**src/core/data_address_pointer_regs_consts.vh**
```
// constants for the data-address pointer register set
`ifndef DATA_ADDRESS_POINTER_REGS_CONSTS_VH
`define DATA_ADDRESS_POINTER_REGS_CONSTS_VH

// memory-mapped register offsets (word index on the mmr port)
`define MMR_CIRC_BASE_PAIR0 5'h00
`define MMR_CIRC_BASE_PAIR1 5'h01
`define MMR_CIRC_BASE_PAIR2 5'h02
`define MMR_CIRC_BASE_PAIR3 5'h03
`define MMR_CIRC_BASE_COEF  5'h04
`define MMR_CIRC_LEN_LOW    5'h05
`define MMR_CIRC_LEN_HIGH   5'h06
`define MMR_CIRC_LEN_COEF   5'h07
`define MMR_PAGE_OFFSET     5'h08
`define MMR_PAGE_HIGH       5'h09
`define MMR_IO_PAGE         5'h0a
`define MMR_STACK_PAGE_HIGH 5'h0b
`define MMR_DATA_STACK_LOW  5'h0c
`define MMR_SYS_STACK_LOW   5'h0d

// field widths and positions
`define PAGE_W     7
`define WORD_W     16
`define ADDR_W     23
`define IO_PAGE_W  9
`define IO_PAGE_HI 8
`define IO_OFF_W   7

// reset values
`define RST_WORD   16'h0000
`define RST_PAGE   7'h00
`define RST_IOPAGE 9'h000

// stack operation codes
`define STK_NONE   3'h0
`define STK_CALL   3'h1
`define STK_PUSH   3'h2
`define STK_RET    3'h3
`define STK_POP    3'h4

// pointer selectors: 0..7 auxiliary, 8 coefficient
`define PSEL_COEF  4'h8

`endif

```
**src/core/data_address_pointer_regs.v**
```verilog
// data-address pointer registers: circular base/length, page, io page, stacks
//
// What this block does
// - five 16-bit circular start-address registers, any alignment allowed.
// - start address added only when pointer is configured circular.
// - base pairs 0-1,2-3,4-5,6-7 and a coefficient base.
// - circular address is high page joined with low part plus base.
// - three 16-bit length registers holding word counts up to 65535.
// - low length for pointers 0-3, high for 4-7, coef length separate.
// - legacy mode uses the low length for all eight pointers.
// - extended page pointer is 7-bit high joined to 16-bit offset.
// - direct mode uses extended pointer; absolute joins page high and immediate.
// - extended page pointer by instruction only; halves also memory mapped.
// - 9-bit io page selects one 128-word page of io space.
// - io page lives in bits 8-0; bits 15-9 ignored.
// - extended data stack pointer is stack page joined to data stack low.
// - extended system stack pointer is stack page joined to system low.
// - extended stack pointers by instruction only; lows also memory mapped.
// - stack page high is memory mapped; extended stack writes update it.
// - calls predecrement both stack pointers before pushing.
// - push predecrements only the data stack pointer.
// - returns pop the pair then increment both pointers.
// - pop increments only the data stack pointer after reading.
// - stack steps wrap in 16 bits, never touching the page.
// - each pointer has a 7-bit page part and 16-bit low part.
`timescale 1ns/10ps
`include "data_address_pointer_regs_consts.vh"

module data_address_pointer_regs (
    // clock and reset
    input  wire                   clk_in,
    input  wire                   reset_in,
    // memory-mapped register port
    input  wire                   mmr_wr_in,
    input  wire                   mmr_rd_in,
    input  wire [4:0]             mmr_addr_in,
    input  wire [15:0]            mmr_wdata_in,
    output reg  [15:0]            mmr_rdata_out,
    // dedicated-instruction writes of extended pointers
    input  wire                   ext_page_wr_in,
    input  wire [22:0]            ext_page_wdata_in,
    input  wire                   ext_dsp_wr_in,
    input  wire [22:0]            ext_dsp_wdata_in,
    input  wire                   ext_ssp_wr_in,
    input  wire [22:0]            ext_ssp_wdata_in,
    // stack operation request
    input  wire [2:0]             stack_op_in,
    // circular address request
    input  wire [3:0]             ptr_sel_in,
    input  wire [22:0]            ptr_ext_in,
    input  wire [8:0]             pointer_config_status_in,
    input  wire                   legacy_compat_mode_in,
    input  wire [1:0]             ptr_step_in,
    // direct addressing request
    input  wire [15:0]            abs_imm_in,
    input  wire [6:0]             io_offset_in,
    // generated addresses
    output reg  [22:0]            circ_addr_out,
    output reg  [15:0]            ptr_next_low_out,
    output reg  [22:0]            ext_page_pointer_out,
    output reg  [22:0]            abs_addr_out,
    output reg  [15:0]            io_addr_out,
    output reg  [22:0]            ext_data_stack_ptr_out,
    output reg  [22:0]            ext_system_stack_ptr_out,
    output reg  [22:0]            data_push_addr_out,
    output reg  [22:0]            sys_push_addr_out
);

// ----------------------------------------------------------------
// register storage
// ----------------------------------------------------------------
reg  [15:0] circ_base_ff [0:4];
reg  [15:0] circ_len_ff  [0:2];
reg  [15:0] page_offset_reg_ff;
reg  [6:0]  page_high_reg_ff;
reg  [8:0]  io_page_select_ff;
reg  [6:0]  stack_page_high_ff;
reg  [15:0] data_stack_ptr_low_ff;
reg  [15:0] system_stack_ptr_low_ff;

reg  [15:0] nxt_dsp;
reg  [15:0] nxt_ssp;
reg  [6:0]  nxt_sph;
reg  [15:0] nxt_rdata;

// ----------------------------------------------------------------
// circular base and length registers
// ----------------------------------------------------------------
genvar gi;
generate
    for (gi = 0; gi < 5; gi = gi + 1) begin : g_base
        always @(posedge clk_in) begin
            if (reset_in) begin
                circ_base_ff[gi] <= `RST_WORD;
            end else if (mmr_wr_in && mmr_addr_in == `MMR_CIRC_BASE_PAIR0 + gi) begin
                circ_base_ff[gi] <= mmr_wdata_in;
            end
        end
    end
    for (gi = 0; gi < 3; gi = gi + 1) begin : g_len
        always @(posedge clk_in) begin
            if (reset_in) begin
                circ_len_ff[gi] <= `RST_WORD;
            end else if (mmr_wr_in && mmr_addr_in == `MMR_CIRC_LEN_LOW + gi) begin
                circ_len_ff[gi] <= mmr_wdata_in;
            end
        end
    end
endgenerate

// ----------------------------------------------------------------
// page, io page and stack registers
// ----------------------------------------------------------------
always @(posedge clk_in) begin
    if (reset_in) begin
        page_offset_reg_ff <= `RST_WORD;
        page_high_reg_ff   <= `RST_PAGE;
        io_page_select_ff  <= `RST_IOPAGE;
    end else begin
        if (ext_page_wr_in) begin
            page_high_reg_ff   <= ext_page_wdata_in[22:16];
            page_offset_reg_ff <= ext_page_wdata_in[15:0];
        end else if (mmr_wr_in) begin
            if (mmr_addr_in == `MMR_PAGE_OFFSET)
                page_offset_reg_ff <= mmr_wdata_in;
            if (mmr_addr_in == `MMR_PAGE_HIGH)
                page_high_reg_ff <= mmr_wdata_in[`PAGE_W-1:0];
        end
        if (mmr_wr_in && mmr_addr_in == `MMR_IO_PAGE)
            io_page_select_ff <= mmr_wdata_in[`IO_PAGE_HI:0];
    end
end

// stack pointer next state; an extended write wins over a step
always @* begin
    nxt_dsp = data_stack_ptr_low_ff;
    nxt_ssp = system_stack_ptr_low_ff;
    nxt_sph = stack_page_high_ff;
    case (stack_op_in)
        `STK_CALL: begin
            nxt_dsp = data_stack_ptr_low_ff - 16'h0001;
            nxt_ssp = system_stack_ptr_low_ff - 16'h0001;
        end
        `STK_PUSH: begin
            nxt_dsp = data_stack_ptr_low_ff - 16'h0001;
        end
        `STK_RET: begin
            nxt_dsp = data_stack_ptr_low_ff + 16'h0001;
            nxt_ssp = system_stack_ptr_low_ff + 16'h0001;
        end
        `STK_POP: begin
            nxt_dsp = data_stack_ptr_low_ff + 16'h0001;
        end
        default: begin
            nxt_dsp = data_stack_ptr_low_ff;
        end
    endcase
    if (mmr_wr_in && mmr_addr_in == `MMR_DATA_STACK_LOW)
        nxt_dsp = mmr_wdata_in;
    if (mmr_wr_in && mmr_addr_in == `MMR_SYS_STACK_LOW)
        nxt_ssp = mmr_wdata_in;
    if (mmr_wr_in && mmr_addr_in == `MMR_STACK_PAGE_HIGH)
        nxt_sph = mmr_wdata_in[`PAGE_W-1:0];
    if (ext_dsp_wr_in) begin
        nxt_dsp = ext_dsp_wdata_in[15:0];
        nxt_sph = ext_dsp_wdata_in[22:16];
    end
    if (ext_ssp_wr_in) begin
        nxt_ssp = ext_ssp_wdata_in[15:0];
        nxt_sph = ext_ssp_wdata_in[22:16];
    end
end

always @(posedge clk_in) begin
    if (reset_in) begin
        data_stack_ptr_low_ff   <= `RST_WORD;
        system_stack_ptr_low_ff <= `RST_WORD;
        stack_page_high_ff      <= `RST_PAGE;
    end else begin
        data_stack_ptr_low_ff   <= nxt_dsp;
        system_stack_ptr_low_ff <= nxt_ssp;
        stack_page_high_ff      <= nxt_sph;
    end
end

// ----------------------------------------------------------------
// circular address generation
// ----------------------------------------------------------------
reg  [15:0] sel_base;
reg  [15:0] sel_len;
reg         sel_circ;
reg  [15:0] low_part;
reg  [15:0] stepped;
reg  [22:0] nxt_circ_addr;

always @*
begin
    low_part = ptr_ext_in[15:0];
    if (ptr_sel_in == `PSEL_COEF)
        sel_base = circ_base_ff[4];
    else
        sel_base = circ_base_ff[ptr_sel_in[2:1]];
    if (ptr_sel_in == `PSEL_COEF)
        sel_len = circ_len_ff[2];
    else if (legacy_compat_mode_in || !ptr_sel_in[2])
        sel_len = circ_len_ff[0];
    else
        sel_len = circ_len_ff[1];
    sel_circ = (ptr_sel_in <= `PSEL_COEF) && pointer_config_status_in[ptr_sel_in];
    if (sel_circ)
        nxt_circ_addr = {ptr_ext_in[22:16], low_part + sel_base};
    else
        nxt_circ_addr = ptr_ext_in;
    // index wrap; step 1 is +1, 2 is -1
    stepped = low_part;
    if (ptr_step_in == 2'h1) begin
        if (sel_circ && (sel_len == `RST_WORD || low_part >= sel_len - 16'h0001))
            stepped = `RST_WORD;
        else
            stepped = low_part + 16'h0001;
    end else if (ptr_step_in == 2'h2) begin
        if (sel_circ && low_part == `RST_WORD)
            stepped = (sel_len == `RST_WORD) ? `RST_WORD : sel_len - 16'h0001;
        else
            stepped = low_part - 16'h0001;
    end
end

// ----------------------------------------------------------------
// read mux; reserved io-page bits read as zero
// ----------------------------------------------------------------
always @* begin
    case (mmr_addr_in)
        `MMR_CIRC_BASE_PAIR0: nxt_rdata = circ_base_ff[0];
        `MMR_CIRC_BASE_PAIR1: nxt_rdata = circ_base_ff[1];
        `MMR_CIRC_BASE_PAIR2: nxt_rdata = circ_base_ff[2];
        `MMR_CIRC_BASE_PAIR3: nxt_rdata = circ_base_ff[3];
        `MMR_CIRC_BASE_COEF:  nxt_rdata = circ_base_ff[4];
        `MMR_CIRC_LEN_LOW:    nxt_rdata = circ_len_ff[0];
        `MMR_CIRC_LEN_HIGH:   nxt_rdata = circ_len_ff[1];
        `MMR_CIRC_LEN_COEF:   nxt_rdata = circ_len_ff[2];
        `MMR_PAGE_OFFSET:     nxt_rdata = page_offset_reg_ff;
        `MMR_PAGE_HIGH:       nxt_rdata = {9'h000, page_high_reg_ff};
        `MMR_IO_PAGE:         nxt_rdata = {7'h00, io_page_select_ff};
        `MMR_STACK_PAGE_HIGH: nxt_rdata = {9'h000, stack_page_high_ff};
        `MMR_DATA_STACK_LOW:  nxt_rdata = data_stack_ptr_low_ff;
        `MMR_SYS_STACK_LOW:   nxt_rdata = system_stack_ptr_low_ff;
        default:              nxt_rdata = `RST_WORD;
    endcase
end

// ----------------------------------------------------------------
// registered outputs; one cycle behind the request
// ----------------------------------------------------------------
always @(posedge clk_in) begin
    if (reset_in) begin
        mmr_rdata_out            <= `RST_WORD;
        circ_addr_out            <= 23'h000000;
        ptr_next_low_out         <= `RST_WORD;
        ext_page_pointer_out     <= 23'h000000;
        abs_addr_out             <= 23'h000000;
        io_addr_out              <= `RST_WORD;
        ext_data_stack_ptr_out   <= 23'h000000;
        ext_system_stack_ptr_out <= 23'h000000;
        data_push_addr_out       <= 23'h000000;
        sys_push_addr_out        <= 23'h000000;
    end else begin
        if (mmr_rd_in)
            mmr_rdata_out <= nxt_rdata;
        circ_addr_out    <= nxt_circ_addr;
        ptr_next_low_out <= stepped;
        ext_page_pointer_out <= {nxt_page_high(page_high_reg_ff), page_offset_reg_ff};
        abs_addr_out <= {page_high_reg_ff, abs_imm_in};
        io_addr_out <= {io_page_select_ff, io_offset_in};
        ext_data_stack_ptr_out <= {stack_page_high_ff, data_stack_ptr_low_ff};
        ext_system_stack_ptr_out <= {stack_page_high_ff, system_stack_ptr_low_ff};
        // extended values only by port
        // page follows a same-cycle extended write, so the push address matches the new pointer
        data_push_addr_out <= {nxt_sph, nxt_dsp};
        sys_push_addr_out  <= {nxt_sph, nxt_ssp};
    end
end

// identity helper keeps the page field width explicit
function [6:0] nxt_page_high;
    input [6:0] p;
    begin
        nxt_page_high = p;
    end
endfunction

endmodule // data_address_pointer_regs

```
**config.mk**
```make
export PLATFORM = sky130hd
export DESIGN_NAME = data_address_pointer_regs
export DESIGN_NICKNAME = d
export VERILOG_FILES = /design/src/core/data_address_pointer_regs.v
export VERILOG_INCLUDE_DIRS = /design/src /design/src/core
export SDC_FILE = /design/constraint.sdc
export NUM_CORES = 1
export LEC_CHECK = 0
export BUFFER_PORTS_ARGS = -buffer_cell sky130_fd_sc_hd__buf_2
export CAP_MARGIN = 25
export CORE_AREA = 2 2 219 221
export CTS_BUF_LIST = sky130_fd_sc_hd__clkbuf_4
export DETAILED_ROUTE_END_ITERATION = 8
export DIE_AREA = 0 0 221 223
export MAX_ROUTING_LAYER = met4
export SLEW_MARGIN = 20
export SYNTH_ARGS = -nofsm -noshare
export SYNTH_HDL_FRONTEND = slang
export SYNTH_SLANG_ARGS = --single-unit
```
**constraint.sdc**
```tcl
create_clock -name clk_in -period 6.43 [get_ports clk_in]
set_input_delay 0.643 -clock clk_in [delete_from_list [all_inputs] [get_ports clk_in]]
set_output_delay 0.643 -clock clk_in [all_outputs]
set_load 0.02 [all_outputs]
```
==> run_results.csv <==
group,metric,value,unit
place,place.detailed.hpwl,51490,um
pwr,power_leakage,9.551,nW
clocking,cts_setup_buffers,0,
global_route,antenna_found_initial,3,
drt,routed_via_density,5.674,
clocking,root_buffer,"clkbuf_4",
timing,tns,0,ns
synth,synth_edf_count,128,
drt,drc,0,
drt,dr.pass1.iters,6,
die,core_area,47150,sq um
timing,drv_slew,0,
synth,yosysSeqAreaShare,0.4422,
global_route,grt_max_degree,61,
synth,synthCells,2037,
synth,avgSynthCellArea,9.156,sq um
synth,yosys.cell_types.count,81,
status,status,"finished, final reports clean",
timing,rsz0062_at_grt,"false",
cells_and_area,drive_gt1_frac,0.2443,
global_route,track_usage,0.2909,
synth,synth-seq-cells,348,
clocking,ctsResizeCount,0,
setup_path,cp_data_arrival_time,5.22,ns
pwr,vdd_drop_max,170.2,uV
setup_path,r2r_end,"ptr_next_low_out[10]",
setup_path,path_class,"reg2reg",
die,initial_utilization,0.3956,
clocking,cts_max_level,3,
place,place_area,20860,sq um
setup_path,r2r_cells,14,
cells_and_area,syn2layout_area_growth,21.67,%
drt,ant_nets,0,
setup_path,cp_max_fo,18,
timing,finalSetupViolations,0,
global_route,grt_pass1_vias,17610,
cells_and_area,layout.nets,2650,
flow_run,cap_violations,0,
setup_path,r2r_slack,1.89,ns
drt,drt-total-wl,71590,um
pwr,p_sw_frac,0.3145,
clocking,numCtsBuffers,96,
synth,ys_dominant_reg_cell,"dfxtp_1",
die,rows,80,
clocking,cts_tree,"done",
pwr,finalPower,5.905,mW
drt,vias,17680,
timing,worst_pin_slew,1.102,ns
clocking,cts.sink_count,348,
pwr,switching_power,1.857,mW
die,die_h,223,um
drt,wl_per_cell,22.98,um
die,ioPinCount,371,
setup_path,required,7.12,ns
clocking,clock_latency,0.87,ns
synth,syn_area,18650,sq um
timing,min_period_over_period,0.7057,
synth,yosys_warnings,0,
cells_and_area,final_area,22690,sq um
clocking,ctsLongestPathBuffers,3,
place,portBuffers,370,
min_path,hp-class,"in2reg",
setup_path,critPathCapture,"ptr_next_low_out[10]",
setup_path,worstSetupStartpoint,"circ_len_ff[2][2]",
setup_path,crit_path_end_kind,"flop",
drt,drt-initial-drc-count,1855,
pwr,power_frac_seq,0.431,
timing,clock_skew,0.08097,ns
place,gp_congestion,0.9088,
timing,min_period,4.538,ns
timing,timing.fmax,220.4,MHz
pwr,internal-power,4.048,mW
die,die_x,221,um
global_route,grt-ovfl-total,0,
setup_path,cp-start-kind,"flop",
clocking,clk_pin_slew_worst_paths,0.07,ns
timing,hold_viol,0,
setup_path,r2r_start,"circ_len_ff[2][2]",
pwr,clkPwrFrac,0.368,
timing,slew_headroom,0.2655,
global_route,grt_pass1_wl,106600,um
pwr,power_density,260.2,nW/um^2
clocking,holdBufCountCts,49,
synth,synthArstFlopShare,0,
die,dieArea,49280,sq um
synth,synth_fp_nets,2264,
pwr,power_frac_comb,0.201,
## state kept, by name, indices dropped and copies added (netlist names), 15 cells and up
register,flops
ext_data_stack_ptr_out,23
ptr_next_low_out,16
abs_addr_out,16
system_stack_ptr_low_ff,15
circ_addr_out,23
ext_system_stack_ptr_out,16
page_offset_reg_ff,16
ext_page_pointer_out,23
circ_base_ff,80
mmr_rdata_out,16
io_addr_out,16
data_stack_ptr_low_ff,15
circ_len_ff,48
## worst max-delay path: stages (launching register included)
cell and delay [ns]:
edfxtp_1 0.49, or4_1 0.68, nand2_1 0.11, o31a_1 0.24
nand3_2 0.13, a211o_1 0.33, nor2_1 0.14, xnor2_1 0.13
ha_1 0.32, nand2_1 0.07, or4_1 0.51, o211a_2 0.29
o211ai_4 0.45, nor4_1 0.12, or3_1 0.38
## cells by family (layout without fill, tap and decap cells)
family,after synthesis,in the layout,share of synthesized area
fa+ha+maj,65,65,0.04481
simple gates,850,850,0.2290
flops,348,348,0.4422
buf+inv,185,645,0.04273
other cells,0,4,0
mux,64,64,0.04682
compound gates,463,463,0.1653
xor+xnor,62,62,0.02911
## worst min path at each step
stage	start	endpoint	cells after the start
5_1_grt	ext_page_wdata_in[9]	page_offset_reg_ff[9]	3
3_3_place_gp	mmr_rdata_out[15]	mmr_rdata_out[15]	2
4_1_cts	ext_page_wdata_in[12]	page_offset_reg_ff[12]	3
3_5_place_dp	mmr_rdata_out[15]	mmr_rdata_out[15]	2
6_report	ext_dsp_wdata_in[2]	data_stack_ptr_low_ff[2]	3
2_1_floorplan	io_page_select_ff[0]	io_page_select_ff[0]	2
## synth_stat cells, drive strengths merged (7+ instances only)
master	number	area, sq um
buf	42	260.3
a31oi	12	75.07
o21ai	83	415.4
nand2	214	803.3
nor3	52	265.3
a21oi	139	695.7
clkbuf	113	424.2
ha	62	775.7
edfxtp	128	3844
a211oi	23	172.7
and3	11	68.82
nor4	11	68.82
nor3b	8	60.06
mux4	18	405.4
a21o	13	97.59
and2	134	838.3
a22o	11	96.34
a222oi	13	130.1
a221oi	19	172.7
o211ai	12	117.6
or3	17	111.4
a211o	7	61.31
nor2b	107	669.4
inv	28	105.1
xnor2	43	376.6
nor2	177	664.4
a22oi	32	240.2
o22ai	21	131.4
o21a	9	67.56
o31ai	10	88.83
nand4	9	56.30
mux2i	40	400.4
nand2b	11	68.82
dfxtp	220	4404
nand3	77	390.4
xor2	19	166.4
## power groups by stage
stage | Sequential, mW | Clock (mW) | Combinational (mW)
after floorplan | 2.62 | 0 | 0.685
after CTS | 2.54 | 2.22 | 1.17
after global routing | 2.55 | 2.32 | 1.28
final | 2.54 | 2.18 | 1.18
after detailed placement | 2.59 | 0 | 1.14
after global placement | 2.59 | 0 | 1.14
## layout make-up
type | count | area (sq um)
fill | 4536 | 24450
multi-input combinational | 1504 | 9707
sequential | 348 | 8248
timing repair buffer | 443 | 2532
clock buffer | 149 | 1119
tap | 615 | 769.5
clock inverter | 23 | 195.2
inverter | 30 | 112.6
antenna | 4 | 10.01
## cell usage in the layout, fill, tap and decap left out, types with 19 or more instances in the layout
| master | netlist | layout |
|---|---|---|
| nor2_1 | 177 | 174 |
| clkbuf_4 | 0 | 149 |
| a21oi_1 | 139 | 139 |
| and2_1 | 133 | 133 |
| a22oi_1 | 32 | 32 |
| nor3_1 | 51 | 45 |
| ha_1 | 62 | 62 |
| mux2i_1 | 40 | 40 |
| nand2_1 | 214 | 214 |
| a211oi_1 | 23 | 23 |
| xor2_1 | 19 | 19 |
| buf_2 | 7 | 369 |
| o21ai_0 | 80 | 78 |
| dfxtp_1 | 220 | 220 |
| o22ai_1 | 21 | 21 |
| buf_4 | 23 | 23 |
| xnor2_1 | 43 | 43 |
| inv_1 | 28 | 28 |
| nor2b_1 | 107 | 107 |
| edfxtp_1 | 128 | 128 |
| dlygate4sd3_1 | 0 | 49 |
| nand3_1 | 76 | 76 |
## metrics by stage
stage | cells | setup WS [ns] | hold slack [ns] | utilization
5_1_grt | 3115 | 1.580 | 0.04011 | 0.4813
3_5_place_dp | 2890 | 0.9548 | 0.4533 | 0.4425
3_3_place_gp | 2888 | 1.099 | 0.4461 | 0.4422
2_1_floorplan | 2037 | 2.068 | 0.4441 | -
6_report | 3116 | 1.892 | 0.05208 | 0.4813
4_1_cts | 3111 | 1.817 | 0.001588 | 0.4808
## routing by layer
layer / track usage / up-vias / wire, um
met5: - / - / 0
met2: 0.4755 / 872 / 34590
met4: 0.1247 / 0 / 2764
met3: 0.04847 / 178 / 5205
li1: - / 8175 / -
met1: 0.3560 / 8454 / 29030
No activity file was read; power rests on OpenSTA's default activity.
